[src/dtc_pkg.sv]
package dtc_pkg;
  // ****************************************
  // register map
  // ****************************************
  localparam logic [7:0] CFG_OFF      = 8'h00;
  localparam logic [7:0] RATE_OFF     = 8'h04;
  localparam logic [7:0] ONESHOT_OFF  = 8'h08;
  localparam logic [7:0] STATUS_OFF   = 8'h0C;
  localparam logic [7:0] IRQ_STAT_OFF = 8'h10;
  localparam logic [7:0] IRQ_MASK_OFF = 8'h14;
  localparam logic [7:0] LOCAL_OFF    = 8'h18;
  localparam logic [7:0] REMOTE_OFF   = 8'h1C;
  localparam logic [7:0] THR_ONE_OFF  = 8'h20;
  localparam logic [7:0] THR_TWO_OFF  = 8'h24;
  // ****************************************
  // fields and reset values
  // ****************************************
  localparam int          CFG_HALT_BIT  = 6;
  localparam int          CFG_RTYPE_BIT = 5;
  localparam int          TEMP_W        = 11;
  localparam int          FRAC_W        = 3;
  localparam int          RATE_W        = 3;
  localparam int          IRQ_W         = 3;
  localparam int          IRQ_DONE_BIT  = 0;
  localparam int          IRQ_A1_BIT    = 1;
  localparam int          IRQ_A2_BIT    = 2;
  localparam logic [2:0]  RATE_RST      = 3'h2;
  localparam logic [2:0]  RATE_16HZ     = 3'h4;
  localparam logic [2:0]  RATE_EXT_MAX  = 3'h2;
  localparam logic [7:0]  THR_RST       = 8'h55;
  // ****************************************
  // timing
  // ****************************************
  localparam int CLK_MHZ      = 50;
  localparam int INTEG_MS     = 60;
  localparam int PERIOD16_US  = 62500;
  localparam int INTEG_CYC    = INTEG_MS * 1000 * CLK_MHZ;
  localparam int PERIOD16_CYC = PERIOD16_US * CLK_MHZ;
  // ****************************************
  // sequencer states
  // ****************************************
  typedef enum logic [1:0] {ST_IDLE, ST_LOCAL, ST_REMOTE} dtc_state_t;
endpackage

[src/dtc_conv_ctl.sv]
// Added by the designer: the APB slave port and the register addresses.
`timescale 1ns/10ps
// How it works
// each alarm output is active while a measured temperature exceeds its own threshold.
// sequences start either at the programmed rate or once per one-shot command.
// extended 11-bit results at 0.125 C steps only for 4 Hz or slower and for one-shot.
// legacy 8-bit results at 1 C steps are used at the 8 Hz and 16 Hz rates.
// legacy integration lasts 60 ms per channel, so a sequence lasts about twice that.
// every sequence measures the local then the remote channel and both results are published together.
// with halt at 0 the block free-runs, and a one-shot also starts a sequence.
// the busy status bit is high exactly while a sequence runs.
// previous results stay readable and unchanged while a sequence runs.
// configuration bit 5 selects the remote sensor type, set by the host.
// each active-low alarm pin is pulled low only while hot and released otherwise.
// halt at 1 stops automatic conversions and keeps stored data.
// a one-shot runs in software standby but is ignored in hardware standby.
// entering standby mid-sequence aborts it and leaves results untouched.
// a finished sequence updates both results and clears busy in one cycle.
module dtc_conv_ctl #(
  parameter int INTEG_CYCLES    = dtc_pkg::INTEG_CYC,
  parameter int PERIOD16_CYCLES = dtc_pkg::PERIOD16_CYC
) (
  input  wire logic        pclk,
  input  wire logic        presetn,
  input  wire logic        pce,
  input  wire logic        psel,
  input  wire logic        penable,
  input  wire logic        pwrite,
  input  wire logic [7:0]  paddr,
  input  wire logic [31:0] pwdata,
  output      logic [31:0] prdata,
  output      logic        pready,
  output      logic        pslverr,
  output      logic        irq,
  input  wire logic        hw_standby_n,
  input  wire logic [10:0] local_sample,
  input  wire logic [10:0] remote_sample,
  output      logic        adc_remote_sel,
  output      logic        adc_remote_type,
  output      logic        adc_active,
  output      logic        overtemp_alarm_one_n_o,
  output      logic        overtemp_alarm_one_n_oe,
  output      logic        overtemp_alarm_two_n_o,
  output      logic        overtemp_alarm_two_n_oe
);
  // ****************************************
  // declarations
  // ****************************************
  localparam int TW = dtc_pkg::TEMP_W;
  localparam int IRQ_W = dtc_pkg::IRQ_W;
  dtc_pkg::dtc_state_t state_r, state_nxt;
  logic [31:0]   tmr_r, rate_cnt_r;
  logic [7:0]    cfg_r, thr_one_r, thr_two_r;
  logic [2:0]    rate_r;
  logic [2:0]    irq_stat_r, irq_mask_r;
  logic [TW-1:0] local_r, remote_r, local_hold_r;
  logic          ext_r, os_pend_r, halt_q_r, a1_r, a2_r;
  logic          hw_standby_n_s1_r, hw_standby_n_s2_r;
  logic [31:0]   prdata_r;
  logic          pslverr_r;
  // ****************************************
  // decode
  // ****************************************
  wire acc      = psel & penable & pce;
  wire wr       = acc & pwrite;
  wire rd_stat  = acc & ~pwrite & (paddr == dtc_pkg::IRQ_STAT_OFF);
  wire wr_cfg   = wr & (paddr == dtc_pkg::CFG_OFF);
  wire wr_rate  = wr & (paddr == dtc_pkg::RATE_OFF);
  wire wr_os    = wr & (paddr == dtc_pkg::ONESHOT_OFF);
  wire wr_mask  = wr & (paddr == dtc_pkg::IRQ_MASK_OFF);
  wire wr_thr1  = wr & (paddr == dtc_pkg::THR_ONE_OFF);
  wire wr_thr2  = wr & (paddr == dtc_pkg::THR_TWO_OFF);
  wire mapped   = (paddr[1:0] == 2'h0) & (paddr <= dtc_pkg::THR_TWO_OFF);
  wire halt     = cfg_r[dtc_pkg::CFG_HALT_BIT];
  wire hw_hw_standby_n  = ~hw_standby_n_s2_r;
  // busy while running
  wire busy     = (state_r != dtc_pkg::ST_IDLE);
  wire integ_end = busy & (tmr_r == 32'h0);
  wire abort    = busy & (hw_hw_standby_n | (halt & ~halt_q_r));
  // halt stops auto
  wire auto_go  = ~halt & ~hw_hw_standby_n & (rate_cnt_r == 32'h0);
  wire start    = ~busy & pce & (auto_go | os_pend_r);
  wire done     = pce & (state_r == dtc_pkg::ST_REMOTE) & integ_end & ~abort;
  // extended only slow or single
  wire ext_sel  = os_pend_r | (rate_r <= dtc_pkg::RATE_EXT_MAX);
  wire [31:0] integ_len = ext_r ? 32'(INTEG_CYCLES * 2) : 32'(INTEG_CYCLES);
  wire [31:0] period = 32'(PERIOD16_CYCLES)
                       << (dtc_pkg::RATE_16HZ - rate_r);
  // legacy drops fraction
  wire [TW-1:0] frac_mask = ext_r ? {TW{1'b1}}
                            : {{(TW-dtc_pkg::FRAC_W){1'b1}},
                               {dtc_pkg::FRAC_W{1'b0}}};
  wire signed [7:0] loc_int = local_r[TW-1:dtc_pkg::FRAC_W];
  wire signed [7:0] rem_int = remote_r[TW-1:dtc_pkg::FRAC_W];
  // compare against thresholds
  wire hot1 = (rem_int > $signed(thr_one_r)) | (loc_int > $signed(thr_one_r));
  wire hot2 = (rem_int > $signed(thr_two_r)) | (loc_int > $signed(thr_two_r));
  wire [IRQ_W-1:0] irq_ev = {hot2 & ~a2_r, hot1 & ~a1_r, done};
  wire [31:0] rd_mux =
    (paddr == dtc_pkg::CFG_OFF)      ? {24'h0, cfg_r} :
    (paddr == dtc_pkg::RATE_OFF)     ? {29'h0, rate_r} :
    (paddr == dtc_pkg::STATUS_OFF)   ? {31'h0, busy} :
    (paddr == dtc_pkg::IRQ_STAT_OFF) ? {29'h0, irq_stat_r} :
    (paddr == dtc_pkg::IRQ_MASK_OFF) ? {29'h0, irq_mask_r} :
    (paddr == dtc_pkg::LOCAL_OFF)    ? {21'h0, local_r} :
    (paddr == dtc_pkg::REMOTE_OFF)   ? {21'h0, remote_r} :
    (paddr == dtc_pkg::THR_ONE_OFF)  ? {24'h0, thr_one_r} :
    (paddr == dtc_pkg::THR_TWO_OFF)  ? {24'h0, thr_two_r} : 32'h0;
  assign prdata  = prdata_r;
  assign pslverr = pslverr_r;
  assign pready  = pce;
  assign irq     = |(irq_stat_r & irq_mask_r);
  // sensor type to front end
  assign adc_remote_type = cfg_r[dtc_pkg::CFG_RTYPE_BIT];
  // local first then remote
  assign adc_remote_sel  = (state_r == dtc_pkg::ST_REMOTE);
  assign adc_active      = busy;
  // open drain drive
  assign overtemp_alarm_one_n_o  = 1'b0;
  assign overtemp_alarm_one_n_oe = a1_r;
  assign overtemp_alarm_two_n_o  = 1'b0;
  assign overtemp_alarm_two_n_oe = a2_r;
  // ****************************************
  // sequencer
  // ****************************************
  always_comb
  begin
    state_nxt = state_r;
    unique case (state_r)
      dtc_pkg::ST_IDLE:
        if (start)
          state_nxt = dtc_pkg::ST_LOCAL;
      dtc_pkg::ST_LOCAL:
        if (abort)
          state_nxt = dtc_pkg::ST_IDLE;
        else if (integ_end)
          state_nxt = dtc_pkg::ST_REMOTE;
      dtc_pkg::ST_REMOTE:
        if (abort | integ_end)
          state_nxt = dtc_pkg::ST_IDLE;
      default:
        state_nxt = dtc_pkg::ST_IDLE;
    endcase
  end

  always_ff @(posedge pclk or negedge presetn)
  begin
    if (!presetn)
    begin
      hw_standby_n_s1_r <= 1'b1;
      hw_standby_n_s2_r <= 1'b1;
    end
    else if (pce)
    begin
      hw_standby_n_s1_r <= hw_standby_n;
      hw_standby_n_s2_r <= hw_standby_n_s1_r;
    end
  end

  // sequencing and timers
  always_ff @(posedge pclk or negedge presetn)
  begin
    if (!presetn)
    begin
      state_r    <= dtc_pkg::ST_IDLE;
      tmr_r      <= 32'h0;
      rate_cnt_r <= 32'h0;
      ext_r      <= 1'b0;
      halt_q_r   <= 1'b0;
    end
    else if (pce)
    begin
      state_r  <= state_nxt;
      halt_q_r <= halt;
      // integration per channel
      if (start | (integ_end & state_r == dtc_pkg::ST_LOCAL))
        tmr_r <= (start ? (ext_sel ? 32'(INTEG_CYCLES * 2)
                                   : 32'(INTEG_CYCLES)) : integ_len) - 32'h1;
      else if (busy & tmr_r != 32'h0)
        tmr_r <= tmr_r - 32'h1;
      if (start)
        rate_cnt_r <= period - 32'h1;
      else if (rate_cnt_r != 32'h0)
        rate_cnt_r <= rate_cnt_r - 32'h1;
      if (start)
        ext_r <= ext_sel;
    end
  end

  // one-shot pending
  always_ff @(posedge pclk or negedge presetn)
  begin
    if (!presetn)
      os_pend_r <= 1'b0;
    else if (pce)
      os_pend_r <= ~hw_hw_standby_n & ((wr_os & ~busy) | (os_pend_r & ~start));
  end

  // results update
  always_ff @(posedge pclk or negedge presetn)
  begin
    if (!presetn)
    begin
      local_hold_r <= '0;
      local_r      <= '0;
      remote_r     <= '0;
    end
    else if (pce)
    begin
      if (state_r == dtc_pkg::ST_LOCAL & integ_end & ~abort)
        local_hold_r <= local_sample & frac_mask;
      if (done)
      begin
        local_r  <= local_hold_r;
        remote_r <= remote_sample & frac_mask;
      end
    end
  end

  // ****************************************
  // registers, alarms and interrupts
  // ****************************************
  always_ff @(posedge pclk or negedge presetn)
  begin
    if (!presetn)
    begin
      cfg_r      <= 8'h00;
      rate_r     <= dtc_pkg::RATE_RST;
      thr_one_r  <= dtc_pkg::THR_RST;
      thr_two_r  <= dtc_pkg::THR_RST;
      irq_mask_r <= '0;
      irq_stat_r <= '0;
      a1_r       <= 1'b0;
      a2_r       <= 1'b0;
      prdata_r   <= 32'h0;
      pslverr_r  <= 1'b0;
    end
    else if (pce)
    begin
      if (wr_cfg)
        cfg_r <= pwdata[7:0];
      if (wr_rate)
        rate_r <= (pwdata[2:0] > dtc_pkg::RATE_16HZ) ? dtc_pkg::RATE_16HZ
                                                      : pwdata[2:0];
      if (wr_thr1)
        thr_one_r <= pwdata[7:0];
      if (wr_thr2)
        thr_two_r <= pwdata[7:0];
      if (wr_mask)
        irq_mask_r <= pwdata[IRQ_W-1:0];
      // set wins over read clear
      irq_stat_r <= (rd_stat ? '0 : irq_stat_r) | irq_ev;
      a1_r <= hot1;
      a2_r <= hot2;
      if (psel & ~penable)
      begin
        prdata_r  <= pwrite ? 32'h0 : rd_mux;
        pslverr_r <= ~mapped;
      end
    end
  end
endmodule

[config.mk]
export PLATFORM = sky130hd
export DESIGN_NAME = dtc_conv_ctl
export DESIGN_NICKNAME = d
export VERILOG_FILES = /design/src/dtc_pkg.sv /design/src/dtc_conv_ctl.sv
export SDC_FILE = /design/constraint.sdc
export NUM_CORES = 1
export LEC_CHECK = 0
export BUFFER_PORTS_ARGS = -buffer_cell sky130_fd_sc_hd__buf_2
export CELL_PAD_IN_SITES_DETAIL_PLACEMENT = 1
export CELL_PAD_IN_SITES_GLOBAL_PLACEMENT = 1
export CORE_ASPECT_RATIO = 1.25
export CORE_MARGIN = 5
export CORE_UTILIZATION = 49
export CTS_CLUSTER_SIZE = 30
export DETAILED_ROUTE_END_ITERATION = 7
export PLACE_DENSITY = 0.82
export SLEW_MARGIN = 20
export SYNTH_ARGS = -nofsm -noshare
export SYNTH_HDL_FRONTEND = slang
export SYNTH_SLANG_ARGS = --single-unit
[constraint.sdc]
create_clock -name pclk -period 8.49 [get_ports pclk]
set_input_delay 0.849 -clock pclk [delete_from_list [all_inputs] [get_ports pclk]]
set_output_delay 0.849 -clock pclk [all_outputs]
set_load 0.03 [all_outputs]
==> impl_results.md, run 1 <==
- # setup viols final: 0
- Mapped Cells: 926
- Ys Warns: 0
- Max Cap Viol: 0
- CP startpoint kind: flip-flop
- Maximum clock rate: 219 MHz
- Critical path endpoint category: flip-flop
- Worst clock skew: 0.00931 ns
- P&R area growth vs syn: 11.9%
- Seq cells post-synth: 151
- Final nets: 1089
- Die X: 131 um
- First drt pass iteration count: 5
- Mapped Area: 8970 um^2
- Post-synth EDFFs: 0
- DRC: 0
- WL/cell: 21.2 um
- Yosys top cell area share: 39.1%
- Largest stage delay, worst path: 0.77 ns
- RSZ-0062 raised after global routing: false
- Setup bufs post-CTS: 0
- Worst endpoint required time: 8.79 ns
- Vias in the first global route: 8044
- FP Rows: 55
- Clk sink count: 151
- Total CTS buffers: 17
- Initial antenna violation count: 0
- Clock Pin Slew Worst Setup and Hold Paths: 0.07 ns
- Vias per inst: 6.16
- Peak supply drop: 133 uV
- GRT Total Usage: 25.4%
- Crit path max fanout: 19
- # diodes: 0
- Final Hold Viols: 0
- Commonest cells post-synth: dfrtp_1, nand2_1, nor2_1, o21ai_0, mux2_2
- Critical-path top delay cell: ha_1
- Most frequent CP cell: ha_1
- Final Util: 55.7%
- Die Ht: 161 um
- Synth area leader: dfrtp_1
- Distinct cells, synth: 75
- Crit-path leading delay family: simple AND/OR/NAND/NOR gates
- CP Class: reg -> reg
- Setup_tns: 0 ns
- Total grt overflow: 0
- Clk_lat worst skew: 0.43 ns
- Outcome: complete, no violations
- Post-route ant nets: 0
- Worst Tran Pin Value: 0.927 ns
- CTS tree: done
- Fraction of layout instances using a drive strength above 1: 19.8%
- Clock tree buffer depth: 2
- CTS H-tree depth: 4
- Crit path cell chain: inv_1, ha_1, ha_1, mux2_2, or2_2, o211ai_1, a2bb2oi_1, and2_0, nand4_1, nor4_1, xnor2_1
- RePlAce Congestion: 0.915
- Drt total wl: 25800 um
- Syn_area_per_cell: 9.69 um^2
- Leak: 0.00459 uW
- Core area: 18000 um^2
- Min Tclk post-route: 4.57 ns
- Critical path arrival: 4.87 ns
- Relative slew slack: 37.9%
- Synth area leaders: dfrtp_1, ha_1, mux2_2
- Cell with the most instances after synthesis: dfrtp_1
- Power Density: 209 nW/um^2
- DP HPWL: 18600 um
- DR vias: 7509
- Register area share after synthesis: 42.3%
- First DRT Iteration DRCs: 496
- Largest net degree at the start of global routing: 83
- CP Buf/Inv Count: 1
- Synth async-reset ratio: 100%
- Initial Util: 49.8%
- Final worst-path cycle share: 53.9%
- Final Max Slew Viols: 0
- Hold crit path type: in -> async
- CTS Hold Bufs: 0
- Die ar.: 21100 um^2
- Top-Level Pins: 111
- First-pass GRT wire length: 42600 um
- Root Driver: clkbuf_16
- Top_reg_cell synth: dfrtp_1
- Port Buf Inserts: 63
- PostCTS Resize Cnt: 0
-- placed cells by master (no fill, tap or decap), drive strengths merged, types with 7 or more instances in the layout --
cell,count
nor4,23
o21ai,53
nand3b,7
o211ai,7
clkinv,7
inv,39
nand4,13
dfstp,11
ha,42
clkbuf,18
a21oi,43
xor2,17
nor3,32
a31oi,10
or3,10
conb,23
dfrtp,140
o21a,16
buf,72
nand2,91
a22oi,7
a222oi,8
nor2,81
or4,7
a22o,17
mux2,59
xnor2,31
nand3,25
-- metrics by stage --
stage | total power, uW | setup WS, ns | area (um^2) | instances | hold WS [ns]
floorplan | 1150 | 4.97 | 9050 | 948 | 0.448
global placement | 1260 | 4.06 | 9400 | 1187 | 0.456
detailed placement | 1280 | 4.04 | 9400 | 1187 | 0.465
CTS | 2120 | 4.01 | 10000 | 1219 | 0.487
global route | 2210 | 3.65 | 10000 | 1219 | 0.514
finish | 2100 | 3.92 | 10000 | 1219 | 0.462
-- per-layer routing --
metal | GRT usage, % | up-vias | share of wire (%)
met5 | 0 | - | 0
met4 | 10.6 | 0 | 3.4
met3 | 4.20 | 66 | 4.2
met2 | 43.2 | 218 | 51
met1 | 31.7 | 3793 | 41
li1 | - | 3432 | -
-- power breakdown --
group / switching, uW / internal (uW) / leakage (uW) / total [uW]
sequential: 76.0 / 786 / 0.00198 / 862
clock: 333 / 502 / 0.000313 / 835
combinational: 250 / 156 / 0.00230 / 406
-- sequential cells by signal, indices dropped and copies added, names as in the netlist, 8 cells and up --
signal / flops
prdata: 11
thr_one_r: 8
thr_two_r: 8
local_hold_r: 11
cfg_r: 8
rate_cnt_r: 32
remote_r: 11
tmr_r: 32
local_r: 11
-- layout make-up --
class | instances | area, um^2
inverters | 36 | 135
repair buffers | 72 | 389
multi-input cells | 700 | 4800
well taps | 228 | 285
flip-flops and latches | 151 | 3790
clock inverters | 14 | 213
clock buffers | 18 | 429
fillers | 2058 | 7990
-- final timing paths --
kind                                       startpoint                    endpoint  slack, ns  cells after the start
worst min register to register  prdata[0]$_DFFE_PN0P_       prdata[0]$_DFFE_PN0P_       0.48                      2
min in group pclk               prdata[0]$_DFFE_PN0P_       prdata[0]$_DFFE_PN0P_       0.48                      2
worst max-delay path            rate_r[1]$_DFFE_PN1P_  rate_cnt_r[29]$_DFFE_PN0P_       3.92                     11
max in group asynchronous                     presetn  rate_cnt_r[13]$_DFFE_PN0P_       6.61                      2
worst min-delay path                          presetn      local_r[4]$_DFFE_PN0P_       0.46                      1
worst max register to register  rate_r[1]$_DFFE_PN1P_  rate_cnt_r[29]$_DFFE_PN0P_       3.92                     11
-- logic make-up (layout without fill, tap and decap cells) --
| family | after synthesis | count (layout) | share of synthesized area (%) |
|---|---|---|---|
| mux | 64 | 64 | 8.51 |
| compound gates | 204 | 204 | 15.3 |
| xor+xnor | 48 | 48 | 4.69 |
| simple gates | 319 | 319 | 18.0 |
| buf+inv | 97 | 140 | 5.33 |
| flops | 151 | 151 | 42.3 |
| fa+ha+maj | 42 | 42 | 5.86 |
| other cells | 1 | 23 | 0.0418 |
(Power assumes the default switching activity.)
==> run 2: changes to the inputs <==
- ABC_AREA: default -> 1
- CORE_UTILIZATION: 49 -> 39
- PLACE_DENSITY: 0.82 -> 0.73
- clock period: 8.49 -> 3.7 ns (I/O delays scaled with it)
==> impl_results.md, run 2 <==
- Largest net degree at the start of global routing: 68 (was 83)
- Fraction of layout instances using a drive strength above 1: 11.0% (was 19.8%)
- Clk sink count: 151 (unchanged)
- Initial Util: 39.3% (was 49.8%)
- WL/cell: 17.1 um (was 21.2 um)
- CTS tree: done (unchanged)
- Maximum clock rate: 296 MHz (was 219 MHz)
- Largest stage delay, worst path: 0.58 ns (was 0.77 ns)
- Relative slew slack: 47.2% (was 37.9%)
- Initial antenna violation count: 0 (unchanged)
- Crit-path leading delay family: simple AND/OR/NAND/NOR gates (unchanged)
- Distinct cells, synth: 51 (was 75)
- Crit path max fanout: 11 (was 19)
- Final Max Slew Viols: 0 (unchanged)
- CTS H-tree depth: 4 (unchanged)
- Final Hold Viols: 0 (unchanged)
- Seq cells post-synth: 151 (unchanged)
- Critical path depth: 17 (was 11)
- Syn_area_per_cell: 7.21 um^2 (was 9.69 um^2)
- RePlAce Congestion: 0.920 (was 0.915)
- Clock tree buffer depth: 2 (unchanged)
- Critical-path top delay cell: dfstp_2 (was ha_1)
- Clock network power share: 35.1% (was 39.7%)
- Switching share of power: 37.0% (was 31.3%)
- First drt pass iteration count: 5 (unchanged)
- Critical path endpoint category: flip-flop (unchanged)
- Main combinational cell family by area after synthesis: simple AND/OR/NAND/NOR gates (unchanged)
- CP startpoint kind: flip-flop (unchanged)
- Total CTS buffers: 17 (unchanged)
- Commonest cells post-synth: nand2_1, inv_1, nor2_1, dfrtp_1, o21ai_0 (was dfrtp_1, nand2_1, nor2_1, o21ai_0, mux2_2)
- Final Util: 44.2% (was 55.7%)
- Clock Pin Slew Worst Setup and Hold Paths: 0.07 ns (about the same)
- FF-to-FF setup slack: 0.32 ns (was 3.92 ns)
- Port Buf Inserts: 63 (unchanged)
- Outcome: complete, no violations (unchanged)
- Int Pwr: 3370 uW (was 1440 uW)
- Power Density: 483 nW/um^2 (was 209 nW/um^2)
- Crit path cell chain: inv_1, ha_1, ha_2, inv_1, nand2_1, o21a_1, nand3_1, nand2_1, nand2_1, nor2_1, nand2_1, nor2_1, nand2_1, inv_1, nand2_1, nand2_1, nand2_1 (was inv_1, ha_1, ha_1, mux2_2, or2_2, o211ai_1, a2bb2oi_1, and2_0, nand4_1, nor4_1, xnor2_1)
- Vias per inst: 5.11 (was 6.16)
- Drt total wl: 30300 um (was 25800 um)
- First DRT Iteration DRCs: 375 (was 496)
- Total grt overflow: 0 (unchanged)
- Setup bufs post-CTS: 0 (unchanged)
- Worst Tran Pin Value: 0.790 ns (was 0.927 ns)
- Core area: 25000 um^2 (was 18000 um^2)
- Ys Warns: 0 (unchanged)
- Yosys top cell area share: 35.6% (was 39.1%)
- Post-route ant nets: 0 (unchanged)
- RSZ-0062 raised after global routing: false (unchanged)
- R2r worst-path depth: 17 (was 11)
- Compound-Gate Fraction of Synth Area: 12.1% (was 15.3%)
- Synth async-reset ratio: 100% (unchanged)
- Max Cap Viol: 0 (unchanged)
- Mapped Area: 9840 um^2 (was 8970 um^2)
- Part of the power in registers: 35.8% (was 41.0%)
- Die Ht: 188 um (was 161 um)
- Mux contribution to synthesized area: 1.42% (was 8.51%)
- DP HPWL: 23600 um (was 18600 um)
- Vias in the first global route: 9658 (was 8044)
- Most frequent cells in the layout: nand2_1, inv_1, nor2_1 (was dfrtp_1, nand2_1, nor2_1)
- Root Driver: clkbuf_16 (unchanged)
- Min Tclk post-route: 3.38 ns (was 4.57 ns)
- # setup viols final: 0 (unchanged)
- Cell with the most instances after synthesis: nand2_1 (was dfrtp_1)
- Setup_tns: 0 ns (unchanged)
- Top_reg_cell synth: dfrtp_1 (unchanged)
- Largest regs: rate_cnt_r (32), tmr_r (32) (unchanged)
- Top-Level Pins: 111 (unchanged)
- Net switching power: 1980 uW (was 659 uW)
- Register area share after synthesis: 38.5% (was 42.3%)
- Worst clock skew: 0.0108 ns (was 0.00931 ns)
- Hold crit path type: in -> reg (was in -> async)
- Peak supply drop: 290 uV (was 133 uV)
- Die X: 152 um (was 131 um)
- CP Class: reg -> reg (unchanged)
- Combinational power share: 29.1% (was 19.3%)
- Critical path arrival: 3.70 ns (was 4.87 ns)
- Synth area leader: dfrtp_1 (unchanged)
- Synth area leaders: dfrtp_1, nand2_1, inv_1 (was dfrtp_1, ha_1, mux2_2)
- CP Buf/Inv Count: 3 (was 1)
- DR vias: 9075 (was 7509)
- Mapped Cells: 1365 (was 926)
- Worst endpoint required time: 4.03 ns (was 8.79 ns)
- Die ar.: 28500 um^2 (was 21100 um^2)
- DRC: 0 (unchanged)
- First-pass GRT wire length: 49500 um (was 42600 um)
- Commonest non-fill, non-tap cell in the layout: nand2_1 (was dfrtp_1)
- Simple logic cell fraction of the synthesized area: 30.1% (was 18.0%)
- Hold Path Stages: 3
- Leak: 0.00577 uW (was 0.00459 uW)
- FP Rows: 65 (was 55)
- GRT Total Usage: 21.6% (was 25.4%)
- Clk_lat worst skew: 0.43 ns (about the same)
- Adder-Cell Fraction of Synth Area: 5.34% (was 5.86%)
- Most frequent CP cell: nand2_1 (was ha_1)
- # diodes: 0 (unchanged)
- Final nets: 1538 (was 1089)
- Final worst-path cycle share: 91.3% (was 53.9%)
- Xor-xnor portion of the synthesized cell area: 1.87% (was 4.69%)
- P&R area growth vs syn: 12.6% (was 11.9%)
- Post-synth EDFFs: 0 (unchanged)
-- run 2: changes by cell type after synthesis, moves of 18 or more --
cell     before  now
inv_1        34  180
nor2_1       81  141
nand3_1      25   84
o21ai_0      51  112
nand2_1      90  382
nor4_1       21    3
xnor2_1      31    3
mux2_2       46    0
-- run 2: logic make-up (layout without fill, tap and decap cells) --
logic type | after synthesis | after routing
compound gates | 208 | 208
xor+xnor | 21 | 21
fa+ha+maj | 42 | 42
buf+inv | 242 | 295
flops | 151 | 151
mux | 14 | 14
other cells | 1 | 23
simple gates | 686 | 686
-- run 2: per-stage QoR --
| step | std cells | hold slack (ns) | area (um^2) | total power (uW) | worst slack, ns |
|---|---|---|---|---|---|
| 3_3_place_gp | 1742 | 0.436 | 10400 | 3470 | 0.355 |
| 6_report | 1775 | 0.140 | 11100 | 5350 | 0.322 |
| 5_1_grt | 1775 | 0.136 | 11100 | 5710 | 0.0779 |
| 2_1_floorplan | 1387 | 0.0744 | 9920 | 3040 | 0.845 |
| 4_1_cts | 1775 | 0.126 | 11100 | 5420 | 0.236 |
| 3_5_place_dp | 1742 | 0.441 | 10400 | 3510 | 0.253 |
-- run 2: layout make-up --
class                      instances  area (um^2)
tap                              335          419
fill                            3276        14000
inverter                         185          694
sequential                       151         3790
multi-input combinational        994         5090
clock buffer                      17          425
timing repair buffer              78          449
clock inverter                    15          203
-- run 2: worst reg2reg max path, stage by stage (launching register included) --
cell	delay (ns)
dfstp_2	0.58
inv_1	0.12
ha_1	0.31
ha_2	0.48
inv_1	0.19
nand2_1	0.18
o21a_1	0.14
nand3_1	0.07
nand2_1	0.15
nand2_1	0.11
nor2_1	0.18
nand2_1	0.07
nor2_1	0.30
nand2_1	0.14
inv_1	0.10
nand2_1	0.05
nand2_1	0.06
nand2_1	0.04
-- run 2: path summary, 6_finish.rpt --
check / endpoint / start
max: rate_cnt_r[29]$_DFFE_PN0P_ / rate_r[1]$_DFFE_PN1P_
min: local_hold_r[10]$_DFFE_PN0P_ / local_sample[10]
max reg2reg: rate_cnt_r[29]$_DFFE_PN0P_ / rate_r[1]$_DFFE_PN1P_
min reg2reg: hw_standby_n_s1_r$_DFFE_PN1P_ / hw_standby_n_s1_r$_DFFE_PN1P_
max in group asynchronous: thr_one_r[4]$_DFFE_PN1P_ / presetn
min in group asynchronous: rate_cnt_r[18]$_DFFE_PN0P_ / presetn
-- run 2: per-layer routing --
layer	track usage, %	routed length, um	up-vias
met5	0	0	-
met4	8.86	1130	0
met3	2.75	750	62
met2	40.7	16300	139
met1	24.4	12200	4398
li1	-	-	4476
-- run 2: timing repair --
action                                  in CTS  in global routing
endpoints found under the setup margin       0                  1
endpoints found under the hold margin       39                  0
hold buffers                                 1                  0
resized for setup                            0                  1
-- run 2: power groups by stage --
stage                     Clock [uW]  Combinational, uW  Sequential [uW]
after floorplan                    0               1130             1910
after global placement             0               1540             1940
after detailed placement           0               1570             1940
after CTS                       1930               1580             1920
after global routing            2000               1780             1930
final                           1880               1560             1910
